==> src/hdl/srs_pkg.sv <==
package srs_pkg;

  // ****************************************************************
  // Clock and timing
  // ****************************************************************
  localparam int unsigned CLK_PERIOD_NS       = 25;       // 40 MHz reference
  localparam int unsigned SHORT_HOLD_MS       = 150;      // Short supply hold, least
  localparam int unsigned LONG_HOLD_MS        = 1200;     // Long supply hold, least
  localparam int unsigned MANUAL_PULSE_MS     = 150;      // Manual one-shot, least
  localparam int unsigned DEBOUNCE_MS         = 150;      // Rising debounce, least
  localparam longint unsigned CYC_PER_MS      = 64'd1000000 / CLK_PERIOD_NS;
  localparam longint unsigned SHORT_HOLD_CYC  = SHORT_HOLD_MS * CYC_PER_MS;
  localparam longint unsigned LONG_HOLD_CYC   = LONG_HOLD_MS * CYC_PER_MS;
  localparam longint unsigned MANUAL_PULSE_CYC = MANUAL_PULSE_MS * CYC_PER_MS;
  localparam longint unsigned DEBOUNCE_CYC    = DEBOUNCE_MS * CYC_PER_MS;
  localparam int unsigned CNT_W               = 32;       // Timer width

  // ****************************************************************
  // Types
  // ****************************************************************
  typedef logic [CNT_W-1:0] srs_cnt_t;

  // Manual one-shot states
  typedef enum logic [1:0] {
    SRS_ARMED,
    SRS_PULSE,
    SRS_WAIT_RISE,
    SRS_DEBOUNCE
  } srs_man_t;

  // Reset output pin
  typedef struct packed {
    logic o;   // Level driven
    logic oe;  // Drive enable
  } srs_pin_t;

endpackage : srs_pkg

==> src/hdl/srs_reset_one_shot.sv <==
// Notes on behaviour
// - Supply low or manual edge asserts reset
// - Hold reset for option-selected supply timeout
// - Manual edge gives fixed-length reset pulse
// - Edges during pulse never retrigger it
// - Falling edges during rising debounce restart it, never fire
// - Re-arm after input high for debounce
// - Option selects open-drain or push-pull drive
// - Floating manual input reads high, inactive
`timescale 1ns/1ps
`default_nettype none

module srs_reset_one_shot
  import srs_pkg::*;
#(
  parameter srs_cnt_t SHORT_HOLD = srs_cnt_t'(srs_pkg::SHORT_HOLD_CYC),
  parameter srs_cnt_t LONG_HOLD  = srs_cnt_t'(srs_pkg::LONG_HOLD_CYC),
  parameter srs_cnt_t MAN_PULSE  = srs_cnt_t'(srs_pkg::MANUAL_PULSE_CYC),
  parameter srs_cnt_t DEBOUNCE   = srs_cnt_t'(srs_pkg::DEBOUNCE_CYC)
) (
  // Clock and reset
  input  wire logic          ref_clk,
  input  wire logic          resetn,
  // Supply monitor and options
  input  wire logic          supply_low,
  input  wire logic          long_timeout_option,
  input  wire logic          push_pull_option,
  // Manual input (pull-up modelled as undriven means high)
  input  wire logic          pushbutton_trigger_n,
  input  wire logic          pushbutton_driven,
  // Reset output pin
  output var srs_pkg::srs_pin_t reset_out_n
);

  // ****************************************************************
  // Input conditioning
  // ****************************************************************
  logic     btn_lvl;          // Effective manual level
  logic     btn_prev_q;       // Level one cycle ago
  logic     btn_fall;         // Falling edge seen
  logic     btn_rise;         // Rising edge seen
  srs_cnt_t sup_cnt_q;        // Supply hold countdown
  logic     sup_hold_q;       // Supply source asserting
  srs_man_t man_q;            // Manual one-shot state
  srs_cnt_t man_cnt_q;        // Manual timer
  logic     rst_q;            // Registered reset request

  // Undriven input reads high through the pull-up
  assign btn_lvl  = pushbutton_driven ? pushbutton_trigger_n : 1'b1;
  assign btn_fall = btn_prev_q & ~btn_lvl;
  assign btn_rise = ~btn_prev_q & btn_lvl;

  // Previous level, reset high so no false edge
  always_ff @(posedge ref_clk) begin
    if (!resetn) begin
      btn_prev_q <= 1'b1;
    end else begin
      btn_prev_q <= btn_lvl;
    end
  end

  // ****************************************************************
  // Supply source
  // ****************************************************************
  // Load timer while low, count down after recovery
  always_ff @(posedge ref_clk) begin
    if (!resetn) begin
      sup_cnt_q  <= '0;
      sup_hold_q <= 1'b1;
    end else if (supply_low) begin
      sup_hold_q <= 1'b1;
      sup_cnt_q  <= long_timeout_option ? LONG_HOLD : SHORT_HOLD;
    end else if (sup_hold_q) begin
      // Hold until the full period has elapsed
      if (sup_cnt_q <= srs_cnt_t'(1)) begin
        sup_hold_q <= 1'b0;
        sup_cnt_q  <= '0;
      end else begin
        sup_cnt_q <= sup_cnt_q - srs_cnt_t'(1);
      end
    end
  end

  // ****************************************************************
  // Manual one-shot
  // ****************************************************************
  // Armed -> pulse -> wait for release -> debounce -> armed
  always_ff @(posedge ref_clk) begin
    if (!resetn) begin
      man_q     <= SRS_ARMED;
      man_cnt_q <= '0;
    end else begin
      unique case (man_q)
        SRS_ARMED: begin
          // First falling edge fires the pulse
          if (btn_fall) begin
            man_q     <= SRS_PULSE;
            man_cnt_q <= MAN_PULSE - srs_cnt_t'(1);
          end
        end
        SRS_PULSE: begin
          // Fixed length, edges ignored
          if (man_cnt_q == '0) begin
            man_q <= btn_lvl ? SRS_DEBOUNCE : SRS_WAIT_RISE;
            man_cnt_q <= DEBOUNCE - srs_cnt_t'(1);
          end else begin
            man_cnt_q <= man_cnt_q - srs_cnt_t'(1);
          end
          // Input level at pulse end picks debounce if high, else wait for rise
        end
        SRS_WAIT_RISE: begin
          // Input still held low after pulse
          if (btn_lvl) begin
            man_q     <= SRS_DEBOUNCE;
            man_cnt_q <= DEBOUNCE - srs_cnt_t'(1);
          end
        end
        SRS_DEBOUNCE: begin
          // Any low restarts the high-time requirement
          if (!btn_lvl) begin
            man_q <= SRS_WAIT_RISE;
          end else if (man_cnt_q == '0) begin
            man_q <= SRS_ARMED;
          end else begin
            man_cnt_q <= man_cnt_q - srs_cnt_t'(1);
          end
        end
      endcase
    end
  end

  // ****************************************************************
  // Output pin
  // ****************************************************************
  // Either source asserts reset
  always_ff @(posedge ref_clk) begin
    if (!resetn) begin
      rst_q <= 1'b1;
    end else begin
      rst_q <= supply_low | sup_hold_q | (man_q == SRS_PULSE) | ((man_q == SRS_ARMED) & btn_fall);
    end
  end

  // Open-drain releases when idle, push-pull drives high
  // One assignment for the whole pin keeps a single driver
  assign reset_out_n = '{o: ~rst_q, oe: rst_q | push_pull_option};

  // ****************************************************************
  // Checks
  // ****************************************************************
  // Supply low shows on the pin one cycle later
  a_supply_asserts: assert property (@(posedge ref_clk) disable iff (!resetn)
    supply_low |=> !reset_out_n.o)
    else $error("supply low did not assert reset");

  // Armed falling edge drives the pin low and enters the pulse
  a_manual_fires: assert property (@(posedge ref_clk) disable iff (!resetn)
    (man_q == SRS_ARMED && btn_fall && !supply_low) |=> !reset_out_n.o && (man_q == SRS_PULSE))
    else $error("manual edge did not fire pulse");

  // Pulse timer is loaded with the full manual period
  a_pulse_load: assert property (@(posedge ref_clk) disable iff (!resetn)
    (man_q == SRS_ARMED && btn_fall) |=> man_cnt_q == MAN_PULSE - srs_cnt_t'(1))
    else $error("manual pulse timer not loaded");

  // Pulse leaves once its timer has run out, whatever the input does
  a_pulse_ends: assert property (@(posedge ref_clk) disable iff (!resetn)
    (man_q == SRS_PULSE && man_cnt_q == '0) |=> man_q != SRS_PULSE)
    else $error("manual pulse did not end");

  // A bounce inside the pulse never reloads the timer
  a_pulse_noextend: assert property (@(posedge ref_clk) disable iff (!resetn)
    (man_q == SRS_PULSE && btn_fall) |=> (man_cnt_q < $past(man_cnt_q) || man_q != SRS_PULSE))
    else $error("pulse was retriggered");

  // A low in debounce aborts it instead of firing
  a_debounce_ignore: assert property (@(posedge ref_clk) disable iff (!resetn)
    (man_q == SRS_DEBOUNCE && btn_fall) |=> man_q == SRS_WAIT_RISE)
    else $error("falling edge in debounce not ignored");

  // Arming is reached only from a debounce that stayed high
  a_rearm_after: assert property (@(posedge ref_clk) disable iff (!resetn)
    (man_q == SRS_ARMED && $past(man_q) != SRS_ARMED) |-> $past(man_q) == SRS_DEBOUNCE && $past(btn_lvl))
    else $error("re-armed without debounce");

  // Open-drain never drives the high level
  a_od_release: assert property (@(posedge ref_clk) disable iff (!resetn)
    (!push_pull_option && reset_out_n.o) |-> !reset_out_n.oe)
    else $error("open-drain drove high");

  // An asserted reset is always actively pulled low
  a_low_driven: assert property (@(posedge ref_clk) disable iff (!resetn)
    !reset_out_n.o |-> reset_out_n.oe)
    else $error("asserted reset not driven");

  // Push-pull drives the pin at all times
  a_pp_drives: assert property (@(posedge ref_clk) disable iff (!resetn)
    push_pull_option |-> reset_out_n.oe)
    else $error("push-pull output released");

  // A floating input reads high and cannot fire
  a_float_quiet: assert property (@(posedge ref_clk) disable iff (!resetn)
    (!pushbutton_driven && man_q == SRS_ARMED) |=> man_q == SRS_ARMED)
    else $error("undriven input fired pulse");

  // Recovery starts the full period chosen while supply was low
  a_supply_restart: assert property (@(posedge ref_clk) disable iff (!resetn)
    (supply_low ##1 !supply_low) |->
      sup_hold_q && sup_cnt_q == ($past(long_timeout_option) ? LONG_HOLD : SHORT_HOLD))
    else $error("supply timeout not restarted");

  // Supply hold keeps the pin low
  a_hold_keeps: assert property (@(posedge ref_clk) disable iff (!resetn)
    sup_hold_q |=> !reset_out_n.o)
    else $error("reset released during hold");

  // Supply hold ends when its timer runs out
  a_supply_expiry: assert property (@(posedge ref_clk) disable iff (!resetn)
    (sup_hold_q && !supply_low && sup_cnt_q <= srs_cnt_t'(1)) |=> !sup_hold_q)
    else $error("supply hold did not expire");

  // With no source active the pin is released
  a_idle_release: assert property (@(posedge ref_clk) disable iff (!resetn)
    (!supply_low && !sup_hold_q && man_q != SRS_PULSE && !(man_q == SRS_ARMED && btn_fall))
      |=> reset_out_n.o)
    else $error("reset held with no source");

endmodule : srs_reset_one_shot

`default_nettype wire

==> config.mk <==
export PLATFORM = sky130hd
export DESIGN_NAME = srs_reset_one_shot
export DESIGN_NICKNAME = d
export VERILOG_FILES = /design/src/hdl/srs_pkg.sv /design/src/hdl/srs_reset_one_shot.sv
export SDC_FILE = /design/constraint.sdc
export NUM_CORES = 1
export LEC_CHECK = 0
export BUFFER_PORTS_ARGS = -buffer_cell sky130_fd_sc_hd__buf_2
export CORE_AREA = 2 2 106 108
export CTS_BUF_LIST = sky130_fd_sc_hd__clkbuf_16
export DETAILED_ROUTE_END_ITERATION = 10
export DIE_AREA = 0 0 108 110
export SYNTH_ARGS = -nofsm -noshare
export SYNTH_HDL_FRONTEND = slang
export SYNTH_SLANG_ARGS = --single-unit
export TNS_END_PERCENT = 50
==> constraint.sdc <==
create_clock -name ref_clk -period 3.3 [get_ports ref_clk]
set_input_delay 0.99 -clock ref_clk [delete_from_list [all_inputs] [get_ports ref_clk]]
set_output_delay 0.99 -clock ref_clk [all_outputs]
set_load 0.01 [all_outputs]
Word-level counts from Yosys, hierarchy flattened
Cells that the tools add are included.
{"block": "word_totals", "elab_cells": 53, "inputBits": 7, "output_inout_bits": 2, "reg_bits": 69}
{"block": "classes", "addsub": 2, "mux": 20, "n_reduce_logical": 6, "bitwise_logic": 9, "n_lt_le_gt_ge": 1, "n_eq_ne": 9}
{"cell": "two-way mux 32 bit", "count": 8}
{"cell": "case mux 32 bit (4 select lines)", "count": 1}
{"cell": "subtractor 32 x 1 -> 32 bit, second input constant", "count": 2}
{"cell": "<= comparator 32 x 1 -> 1 bit, second input constant", "count": 1}
{"cell": "zero test 32 bit", "count": 1}
{"cell": "two-way mux 26 bit", "count": 1}
{"cell": "two-way mux 2 bit", "count": 5}
{"cell": "inequality test 2 bit, second input constant", "count": 5}
{"cell": "case mux 2 bit (4 select lines)", "count": 1}
{"cell": "AND reduction 4 bit", "count": 2}
{"cell": "equality test 2 bit, second input constant", "count": 2}
{"cell": "two-way mux 1 bit", "count": 4}
{"cell": "bitwise OR 1 bit", "count": 4}
{"cell": "inequality test 3 bit, second input constant", "count": 1}
{"cell": "inverter 1 bit", "count": 3}
{"cell": "AND 1 bit", "count": 2}
{"cell": "equality test 2 x 1 -> 1 bit, second input constant", "count": 1}
{"cell": "zero test 2 bit", "count": 1}
{"cell": "nonzero test 2 bit", "count": 1}
{"cell": "OR reduction 2 bit", "count": 1}

Depth between registers and ports, before layout
Gate-level depths: netlist of run 1.
{"block": "depth", "depth_word": 5, "depth_mapped": 10, "depth_no_buf": 8}

Least setup slack after synthesis of run 1
OpenSTA, ideal clock, no wires.
{"block": "synth_timing", "kind": "input -> register", "startpoint": "input port pushbutton_trigger_n", "endpoint": "register man_cnt_q[27]", "stages": 7, "n_path_buf": 1, "setup_slack_ns": 0.646, "setup_time_ns": 0.071, "t_required_ns": 3.229, "t_arrival_ns": 2.583, "cell_sequence": "nand2b_1 > clkbuf_1 > a211oi_1 > nor3_2 > nand3_1 > or4_1 > a21oi_1"}
{"block": "synth_between", "elab_chain_len": 5, "elab_cells_between_ends": 7, "cone_classes": "3 x eq/ne; 1 x mux; 2 x bitwise; 1 x reduce/logical"}
{"element": "start: declaration", "line": "srs_reset_one_shot.sv:29", "source": "input wire logic pushbutton_trigger_n,"}
{"element": "two-way mux 1 bit (*)", "line": "srs_reset_one_shot.sv:49", "source": "assign btn_lvl = pushbutton_driven ? pushbutton_trigger_n : 1'b1;"}
{"element": "inverter 1 bit", "line": "srs_reset_one_shot.sv:50", "source": "assign btn_fall = btn_prev_q & ~btn_lvl;"}
{"element": "AND 1 bit", "line": "srs_reset_one_shot.sv:50"}
{"element": "inequality test 2 bit (no source line)"}
{"element": "AND reduction 4 bit (no source line) (*)"}
{"element": "end signal: assignment", "line": "srs_reset_one_shot.sv:98", "source": "man_cnt_q <= MAN_PULSE - srs_cnt_t'(1);"}
{"element": "end signal: assignment", "line": "srs_reset_one_shot.sv:105", "source": "man_cnt_q <= DEBOUNCE - srs_cnt_t'(1);"}
{"element": "end signal: assignment", "line": "srs_reset_one_shot.sv:107", "source": "man_cnt_q <= man_cnt_q - srs_cnt_t'(1);"}
{"element": "end: declaration", "line": "srs_reset_one_shot.sv:45", "source": "srs_cnt_t man_cnt_q;"}
Mark *: on every way between the ends. The rest lies on a longest branch, timed or not.
A chain may end at the register's enable or synchronous reset.

Final worst setup path of run 1
{"block": "layout_timing", "startpoint": "register sup_cnt_q[8]", "endpoint": "register sup_cnt_q[5]"}
{"block": "layout_between", "elab_chain_len": 4}
{"element": "start: declaration", "line": "srs_reset_one_shot.sv:42", "source": "srs_cnt_t sup_cnt_q;"}
{"element": "start signal: assignment", "line": "srs_reset_one_shot.sv:72", "source": "sup_cnt_q <= long_timeout_option ? LONG_HOLD : SHORT_HOLD;"}
{"element": "start signal: assignment", "line": "srs_reset_one_shot.sv:79", "source": "sup_cnt_q <= sup_cnt_q - srs_cnt_t'(1);"}
{"element": "<= comparator 32 x 1 -> 1 bit", "line": "srs_reset_one_shot.sv:75", "source": "if (sup_cnt_q <= srs_cnt_t'(1)) begin"}
{"element": "two-way mux 32 bit", "line": "srs_reset_one_shot.sv:75"}
{"element": "two-way mux 32 bit", "line": "srs_reset_one_shot.sv:73", "source": "end else if (sup_hold_q) begin"}
{"element": "two-way mux 32 bit", "line": "srs_reset_one_shot.sv:70", "source": "end else if (supply_low) begin"}
Every way passes these cells. The select of a mux whose other input is x is not followed.

==> results.toml, run 1 <==
[synthesis]
postSynthCellCount = 450
synth_flop_cell = "sky130_fd_sc_hd__dfxtp_1"
netlist-cell-type-count = 59
synth-seq-cells = 69
synth-warning-count = 0
postSynthNetCount = 460
synth-seq-area-share_pct = 37.55
synthesis.area_um2 = 3679
netlist.top_cell.by_area = "sky130_fd_sc_hd__dfxtp_1"
count_of_flip_flops_with_a_built_in_enable_after_synthesis = 0
synth_async_sr_flop_share_pct = 0
synth_area_leaders = "sky130_fd_sc_hd__dfxtp_1 38%, sky130_fd_sc_hd__xor2_1 6.0%, sky130_fd_sc_hd__nor2_1 5.5%, sky130_fd_sc_hd__a21oi_1 4.6%, sky130_fd_sc_hd__nor3_1 3.8%"
yosysTopAreaCellShare_pct = 37.55
avgSynthCellArea_um2 = 8.175

[cells_and_area]
most_common_cell_after_layout_fill_and_taps_aside = "sky130_fd_sc_hd__dfxtp_1"
finalCoreUtilization_pct = 39.13
final_nets = 468
fillers = 1106
area_delta_synth_final_pct = 13.81
antennaDiodeCount = 0
layout-drive-gt1-share_pct = 11.88
final_cell_mix = "69 x sky130_fd_sc_hd__dfxtp_1, 54 x sky130_fd_sc_hd__nor2_1, 34 x sky130_fd_sc_hd__a21oi_1"

[die]
initial_utilization_pct = 34.39
die-height_um = 110
design.die.area_um2 = 11880
die_w_um = 108
top_level_ports = 9
row_count = 38
total_core_area_um2 = 10700

[grt]
wire_length_of_the_first_global_routing_pass_um = 14520
initial_antenna_violation_count = 0
via_count_of_the_first_global_routing_pass = 2998
gr-total-overflow = 0
gr-usage-all-layers_pct = 15.36
grt_start_max_net_pins = 20

[min_path]
min-delay-path-class = "reg -> reg"

[setup_path]
delay_of_the_slowest_cell_on_the_worst_path_ns = 0.62
end_kind = "register"
r2r_setup_slack_ns = 0.69
worst_setup_path_start_kind = "register"
arrival_ns = 2.83
timing.critical_path.required_ns = 3.52
crit_fanout = 11
crit_chain = "nor4_4 > nand4b_1 > o41ai_2 > or2_1 > o21ai_0 > a22o_1"
cp_top_family = "simple AND/OR/NAND/NOR gates"
worst-setup-path-type = "reg -> reg"
cp.buffers_inverters = 0
timing.critical_path.slowest_stage_cell = "sky130_fd_sc_hd__o41ai_2"

[detailed_routing]
dr.pass1.iters = 4
remaining_antenna_violation_count_after_routing = 0
detailroute.via_count = 3254
drc = 0
drt-initial-drc-count = 186
wirelength_um = 8619
route.detailed.wl_per_inst_um = 14.29
route.detailed.vias_per_inst = 5.396

[place]
place_hpwl_um = 5837
placement.io_buffers = 8
place.gp.congestion = 0.8218
dpl_worst_slack_ns = 0.6205

[power]
vdd.ir_drop.worst_mv = 0.3268
pwr_density_cell_nw_per_um2 = 657.7
power.leakage_nw = 1.520

[clock_network]
cts-root-to-sink-buffers = 2
cts_inserted_buffers = 9
cts.sinks = 69
tritoncts = "yes"
cts-root-buf = "sky130_fd_sc_hd__clkbuf_16"
postCtsSetupRepairBufs = 0
cts.clk_slew.worst_paths_ns = 0.06
cts.htree.levels = 3
postcts_resize_cnt = 0
clock_insertion_delay_worst_skew_ns = 0.33
postCtsHoldBufs = 0

[timing]
finalCriticalPeriod_ns = 2.609
tns_ns = 0
fin_skew_ns = 0.01009
timing.fmax_ghz = 0.3833
rsz0062_at_grt = "no"
period_utilization_post_route_pct = 79.06
finalHoldViolCount = 0
worst-slew-pin-transition_ns = 0.7008
setup_viol = 0
max_slew_margin_pct = 53.28
post-route-worst-setup-slack_ns = 0.6909
timing.final.max_slew_violations = 0

[run]
drv.max_cap_violation_count = 0

[outcome]
status = "completed"
==> worst register-to-register path: stages (launching register included) <==
cell and delay, ns:
sky130_fd_sc_hd__dfxtp_1 0.40, sky130_fd_sc_hd__nor4_4 0.37, sky130_fd_sc_hd__nand4b_1 0.31, sky130_fd_sc_hd__o41ai_2 0.62
sky130_fd_sc_hd__or2_1 0.44, sky130_fd_sc_hd__o21ai_0 0.16, sky130_fd_sc_hd__a22o_1 0.20
==> sequential cells by signal, summed over array words and instances, names as in the netlist <==
signal / cells
rst_q: 1
man_cnt_q: 32
btn_prev_q: 1
man_q: 2
sup_hold_q: 1
sup_cnt_q: 32
==> cell usage after synthesis (2+ instances only) <==
cell and number:
sky130_fd_sc_hd__nor2b_1 10, sky130_fd_sc_hd__nor4b_1 2, sky130_fd_sc_hd__a211oi_1 3, sky130_fd_sc_hd__inv_1 10
sky130_fd_sc_hd__buf_2 7, sky130_fd_sc_hd__o31ai_1 4, sky130_fd_sc_hd__nand2b_1 5, sky130_fd_sc_hd__nand4_1 3
sky130_fd_sc_hd__xor2_1 25, sky130_fd_sc_hd__nand2_1 32, sky130_fd_sc_hd__a31oi_1 13, sky130_fd_sc_hd__mux2i_1 7
sky130_fd_sc_hd__nor3_1 28, sky130_fd_sc_hd__a21oi_1 34, sky130_fd_sc_hd__nand4b_1 5, sky130_fd_sc_hd__o21ai_0 14
sky130_fd_sc_hd__dfxtp_1 69, sky130_fd_sc_hd__nor4_1 10, sky130_fd_sc_hd__ha_1 3, sky130_fd_sc_hd__nor2_1 54
sky130_fd_sc_hd__nor4_2 5, sky130_fd_sc_hd__nor3b_1 3, sky130_fd_sc_hd__o31a_1 2, sky130_fd_sc_hd__or3_1 8
sky130_fd_sc_hd__a22o_1 3, sky130_fd_sc_hd__xnor2_1 4, sky130_fd_sc_hd__nor4_4 2, sky130_fd_sc_hd__or4_1 2
sky130_fd_sc_hd__o21a_1 4, sky130_fd_sc_hd__buf_6 2, sky130_fd_sc_hd__clkbuf_1 13, sky130_fd_sc_hd__or2_2 4
sky130_fd_sc_hd__nand3_1 26, sky130_fd_sc_hd__nand3b_1 4, sky130_fd_sc_hd__o22ai_1 3, sky130_fd_sc_hd__and2_1 4
==> per-layer routing <==
layer,part of all wire [%],GRT usage (%),vias to the layer above
li1,-,-,1640
met1,48,19.46,1569
met2,48,26.37,37
met3,2.8,3.704,8
met4,0.95,3.846,0
met5,0,0,-
==> power by group <==
group | switching [W] | leakage, nW | internal [W]
clock network | 0.000371 | 0.151 | 0.000657
registers | 0.000128 | 0.566 | 0.000940
logic | 0.000389 | 0.803 | 0.000269
==> metrics by stage <==
step           cells  hold slack, ns  total power, W  cell area (µm²)
3_5_place_dp     587          0.4361        0.001736             3872
3_3_place_gp     587          0.4225        0.001721             3872
4_1_cts          603          0.4455        0.002766             4187
2_1_floorplan    450          0.4113        0.001580             3679
6_report         603          0.4370        0.002753             4187
5_1_grt          603          0.4710        0.002923             4187
==> path summary, 6_finish.rpt <==
check,startpoint,to,cells past startpoint
setup / recovery,sup_cnt_q[8]$_SDFFE_PN0P_,sup_cnt_q[5]$_SDFFE_PN0P_,6
hold / removal,sup_cnt_q[30]$_SDFFE_PN0P_,sup_cnt_q[30]$_SDFFE_PN0P_,1
setup reg to reg,sup_cnt_q[8]$_SDFFE_PN0P_,sup_cnt_q[5]$_SDFFE_PN0P_,6
hold reg to reg,sup_cnt_q[30]$_SDFFE_PN0P_,sup_cnt_q[30]$_SDFFE_PN0P_,1
==> cell families (layout without fill, tap and decap cells) <==
logic type | Yosys count | after routing | synth area share, %
compound gates | 92 | 92 | 15.95
xor+xnor | 29 | 29 | 6.905
fa+ha+maj | 3 | 3 | 1.021
buf+inv | 33 | 46 | 4.048
flops | 69 | 69 | 37.55
mux | 8 | 8 | 2.211
simple gates | 216 | 216 | 32.31
==> final cells by class <==
type | instances | area (µm²) | area share (%)
clock inverter | 7 | 88.84 | 2.122
multi-input combinational | 348 | 2148 | 51.31
sequential | 69 | 1381 | 32.99
timing repair buffer | 20 | 130.1 | 3.108
inverter | 10 | 37.54 | 0.8966
tap | 140 | 175.2 | 4.184
clock buffer | 9 | 225.2 | 5.380
No activity file was read; power rests on OpenSTA's default activity.
==> run 2, diff against run 1 <==
==> constraint.sdc (replaced) <==
create_clock -name ref_clk -period 2.4 [get_ports ref_clk]
set_input_delay 0.72 -clock ref_clk [delete_from_list [all_inputs] [get_ports ref_clk]]
set_output_delay 0.72 -clock ref_clk [all_outputs]
set_load 0.01 [all_outputs]
==> results.toml, run 2 (synthesis gave the netlist of run 1 again) <==
[power]
post-layout-total-power_w = 0.003628
power_switching_w = 0.001214
intPower_w = 0.002414
vdd.ir_drop.worst_mv = 0.3546
combinationalPowerShare_pct = 27.9
power.share.switching_pct = 33.46
pwr_density_cell_nw_per_um2 = 838.9
clock_power_share_pct = 31.6
power.leakage_nw = 1.626
power_frac_seq_pct = 40.5

[timing]
worst-slew-pin-transition_ns = 0.5659
timing.final.max_slew_violations = 0
timing.fmax_ghz = 0.4317
setup_viol = 0
period_utilization_post_route_pct = 96.51
max_slew_margin_pct = 62.24
fin_skew_ns = 0.004681
finalHoldViolCount = 0
tns_ns = 0
finalCriticalPeriod_ns = 2.316
rsz0062_at_grt = "no"
post-route-worst-setup-slack_ns = 0.08377

[setup_path]
cp_top_family = "simple AND/OR/NAND/NOR gates"
timing.critical_path.slowest_stage_cell = "sky130_fd_sc_hd__or4_4"
end_kind = "register"
worst-setup-path-type = "reg -> reg"
arrival_ns = 2.52
crit_fanout = 6
cp.buffers_inverters = 0
crit_chain = "nor4_4 > nand3_2 > or4_4 > or3b_1 > a221oi_2 > nor2_1"
r2r_setup_slack_ns = 0.08
delay_of_the_slowest_cell_on_the_worst_path_ns = 0.58
timing.critical_path.required_ns = 2.60
worst_setup_path_start_kind = "register"

[cells_and_area]
finalCoreUtilization_pct = 40.42
reg_top3 = "man_cnt_q x32, sup_cnt_q x32, man_q x2"
antennaDiodeCount = 0
most_common_cell_after_layout_fill_and_taps_aside = "sky130_fd_sc_hd__dfxtp_1"
seq_area_um2 = 1381
fillers = 1086
final_cell_mix = "69 x sky130_fd_sc_hd__dfxtp_1, 53 x sky130_fd_sc_hd__nor2_1, 36 x sky130_fd_sc_hd__buf_4"
layout-drive-gt1-share_pct = 16.26
final_nets = 492
multi_input_area_um2 = 2170
area_delta_synth_final_pct = 17.55

[detailed_routing]
dr.pass1.iters = 4
remaining_antenna_violation_count_after_routing = 0
route.detailed.wl_per_inst_um = 14.21
drt-initial-drc-count = 208
detailroute.via_count = 3357
wirelength_um = 8897
drc = 0
route.detailed.vias_per_inst = 5.363

[grt]
initial_antenna_violation_count = 0
gr-usage-all-layers_pct = 16.06
via_count_of_the_first_global_routing_pass = 3281
wire_length_of_the_first_global_routing_pass_um = 15160
gr-total-overflow = 0
grt_start_max_net_pins = 18

[clock_network]
cts_inserted_buffers = 9
clock_insertion_delay_worst_skew_ns = 0.33
cts.clk_slew.worst_paths_ns = 0.05
cts.sinks = 69
cts.htree.levels = 3
cts-root-to-sink-buffers = 2
postCtsHoldBufs = 0
tritoncts = "yes"
cts-root-buf = "sky130_fd_sc_hd__clkbuf_16"

[die]
row_count = 38
design.die.area_um2 = 11880
total_core_area_um2 = 10700
top_level_ports = 9
initial_utilization_pct = 34.39
die_w_um = 108
die-height_um = 110

[place]
dpl_worst_slack_ns = 0.07234
placement.io_buffers = 8
place.gp.congestion = 0.7762
place_hpwl_um = 6186

[min_path]
min-delay-path-class = "reg -> reg"

[run]
drv.max_cap_violation_count = 0

[outcome]
status = "completed"
==> run 2: per-stage QoR <==
stage               std cells  hold WS (ns)  area [µm²]
finish                    626        0.4712        4324
detailed placement        611        0.4327        4053
global placement          611        0.4236        4053
CTS                       626        0.4711        4303
floorplan                 450        0.4113        3679
global route              626        0.4848        4324
==> run 2: power groups by stage <==
stage	clock, W	combinational, W	sequential, W
5_1_grt	0.00122	0.00114	0.00149
6_report	0.00115	0.00101	0.00147
3_5_place_dp	0	0.00100	0.00149
3_3_place_gp	0	0.000984	0.00148
2_1_floorplan	0	0.000730	0.00144
4_1_cts	0.00117	0.00101	0.00146
==> run 2: layout make-up <==
cell class,instances,area share [%]
multi-input combinational,348,50.17
sequential,69,31.94
timing repair buffer,44,7.176
clock buffer,9,5.208
tap,140,4.051
inverter,10,0.8681
clock inverter,6,0.5787
==> run 2: metal layers <==
layer  global-route usage [%]  vias to the layer above  wire length, µm
met5                        0                        -                0
met4                    5.769                        0              122
met3                    3.704                       16              327
met2                    28.62                       51             4505
met1                    18.92                     1599             3942
li1                         -                     1691                -
==> run 2: timing repair <==
item                                    CTS  global route
endpoints found under the setup margin    0            19
gates resized for setup                   0             4
buffers inserted                          0             0
==> run 2: final timing paths <==
kind                                            startpoint                         end  depth (start not counted)
worst max-delay path             sup_cnt_q[9]$_SDFFE_PN0P_  sup_cnt_q[22]$_SDFFE_PN0P_                          6
worst min-delay path            sup_cnt_q[31]$_SDFFE_PN0P_  sup_cnt_q[31]$_SDFFE_PN0P_                          1
worst max register to register   sup_cnt_q[9]$_SDFFE_PN0P_  sup_cnt_q[22]$_SDFFE_PN0P_                          6
worst min register to register  sup_cnt_q[31]$_SDFFE_PN0P_  sup_cnt_q[31]$_SDFFE_PN0P_                          1
==> run 3, diff against run 2 <==
==> constraint.sdc (replaced) <==
create_clock -name ref_clk -period 2.2 [get_ports ref_clk]
set_input_delay 0.66 -clock ref_clk [delete_from_list [all_inputs] [get_ports ref_clk]]
set_output_delay 0.66 -clock ref_clk [all_outputs]
set_load 0.01 [all_outputs]
==> results.toml, run 3 (synthesis gave the netlist of run 1 again) <==
[cells_and_area]
finalCoreUtilization_pct = 44.51
final_nets = 518
final_cell_mix = "64 x sky130_fd_sc_hd__dfxtp_1, 56 x sky130_fd_sc_hd__buf_4, 52 x sky130_fd_sc_hd__nor2_1"
fillers = 1064
reg_top3 = "man_cnt_q x32, sup_cnt_q x32, man_q x2"
most_common_cell_after_layout_fill_and_taps_aside = "sky130_fd_sc_hd__dfxtp_1"
area_delta_synth_final_pct = 29.46
layout-drive-gt1-share_pct = 26.32
antennaDiodeCount = 0

[detailed_routing]
drt-initial-drc-count = 175
dr.pass1.iters = 4
detailroute.wirelength.met3_um = 388
route.detailed.wl_per_inst_um = 14.75
detailroute.via_count = 3538
route.detailed.vias_per_inst = 5.418
route.layer.met1.wl_um = 4358
met2WireLength_um = 4753
wirelength_um = 9634
top_signal_layer_used = "met4"
drc = 0
remaining_antenna_violation_count_after_routing = 0

[clock_network]
postCtsHoldBufs = 0
clock_insertion_delay_worst_skew_ns = 0.33
cts-root-buf = "sky130_fd_sc_hd__clkbuf_16"
cts.sinks = 69
cts_inserted_buffers = 9
tritoncts = "yes"
cts-root-to-sink-buffers = 2
cts.htree.levels = 3
cts.clk_slew.worst_paths_ns = 0.06

[setup_path]
timing.critical_path.required_ns = 2.43
end_kind = "register"
timing.critical_path.slowest_stage_cell = "sky130_fd_sc_hd__o41ai_4"
delay_of_the_slowest_cell_on_the_worst_path_ns = 0.54
arrival_ns = 2.46
crit_chain = "nor4_4 > nand4b_1 > o41ai_4 > or2_1 > buf_6 > o21ai_1 > a22o_1"
crit_fanout = 7
worst-setup-path-type = "reg -> reg"
worst_setup_path_start_kind = "register"

[grt]
grt_start_max_net_pins = 17
gr-usage-all-layers_pct = 17.01
initial_antenna_violation_count = 0
gr-total-overflow = 0
via_count_of_the_first_global_routing_pass = 3451
wire_length_of_the_first_global_routing_pass_um = 16030

[timing]
setup_viol = 9
final.hold.worst_slack_ns = 0.4488
worst-slew-pin-transition_ns = 0.5528
period_utilization_post_route_pct = 101.4
timing.fmax_ghz = 0.4482
fin_skew_ns = 0.008149
timing.final.max_slew_violations = 0
rsz0062_at_grt = "yes"
finalCriticalPeriod_ns = 2.231
finalHoldViolCount = 0
max_slew_margin_pct = 63.05
post-route-worst-setup-slack_ns = -0.03128

[power]
pwr_density_cell_nw_per_um2 = 926.2
power.leakage_nw = 1.836
vdd.ir_drop.worst_mv = 0.4190

[die]
row_count = 38
top_level_ports = 9
initial_utilization_pct = 34.39
die_w_um = 108
die-height_um = 110
design.die.area_um2 = 11880
total_core_area_um2 = 10700

[run]
drv.max_cap_violation_count = 0

[min_path]
min-delay-path-class = "reg -> reg"

[place]
place.gp.congestion = 0.8000
placement.io_buffers = 8
dpl_worst_slack_ns = -0.1608
place_hpwl_um = 6473

[outcome]
violations_in_the_final_reports = "setup timing"
status = "finished, violations left"
-- run 3: final timing paths --
path | endpoint | cells past startpoint | slack, ns | startpoint
max | sup_cnt_q[6]$_SDFFE_PN0P_ | 7 | -0.03 | sup_cnt_q[8]$_SDFFE_PN0P_
min | sup_cnt_q[30]$_SDFFE_PN0P_ | 1 | 0.45 | sup_cnt_q[30]$_SDFFE_PN0P_
max reg2reg | sup_cnt_q[6]$_SDFFE_PN0P_ | 7 | -0.03 | sup_cnt_q[8]$_SDFFE_PN0P_
min reg2reg | sup_cnt_q[30]$_SDFFE_PN0P_ | 1 | 0.45 | sup_cnt_q[30]$_SDFFE_PN0P_
-- run 3: cell type report --
cell class / count / area, µm² / area share, %
repair buffers: 70 / 559.3 / 11.74
clock buffers: 9 / 225.2 / 4.729
inverters: 10 / 37.54 / 0.7882
flip-flops and latches: 69 / 1388 / 29.14
well taps: 140 / 175.2 / 3.678
multi-input cells: 348 / 2296 / 48.21
clock inverters: 7 / 81.33 / 1.708
-- run 3: layer usage --
layer  vias to the layer above  GRT usage [%]
met5                         -              0
met4                         0          6.044
met3                        15          4.056
met2                        62          28.62
met1                      1710          21.35
li1                       1751              -
-- run 3: timing repair --
action | in CTS | in global routing
resized for setup | 2 | 45
buffers inserted | 0 | 4
gates cloned | 0 | 1
setup endpoints to repair | 13 | 39
pin swaps | 0 | 17
-- run 3: report_power, final --
part	internal (W)	switching [W]	total, W	leakage, nW
clock network	0.000975	0.000510	0.00148	0.155
logic	0.000607	0.000731	0.00134	1.11
registers	0.00141	0.000175	0.00159	0.568
total	0.00300	0.00142	0.00441	1.84
-- run 3: critical path, delay by kind of cell, from the launching register on --
kind	cells	cell delay [ns]
buffers and inverters	1	0.14
AOI/OAI and AO/OA	3	0.81
and+or+nand+nor	3	0.85
DFF	1	0.33
-- run 3: stage by stage --
step	power, W	cells	TNS (ns)	instance area [µm²]
floorplan	0.002378	450	-0.01890	3691
global placement	0.002808	632	-0.07618	4234
detailed placement	0.002837	632	-0.8392	4234
CTS	0.004349	648	-0.09454	4546
global route	0.004674	653	-1.325	4762
finish	0.004411	653	-0.1412	4762
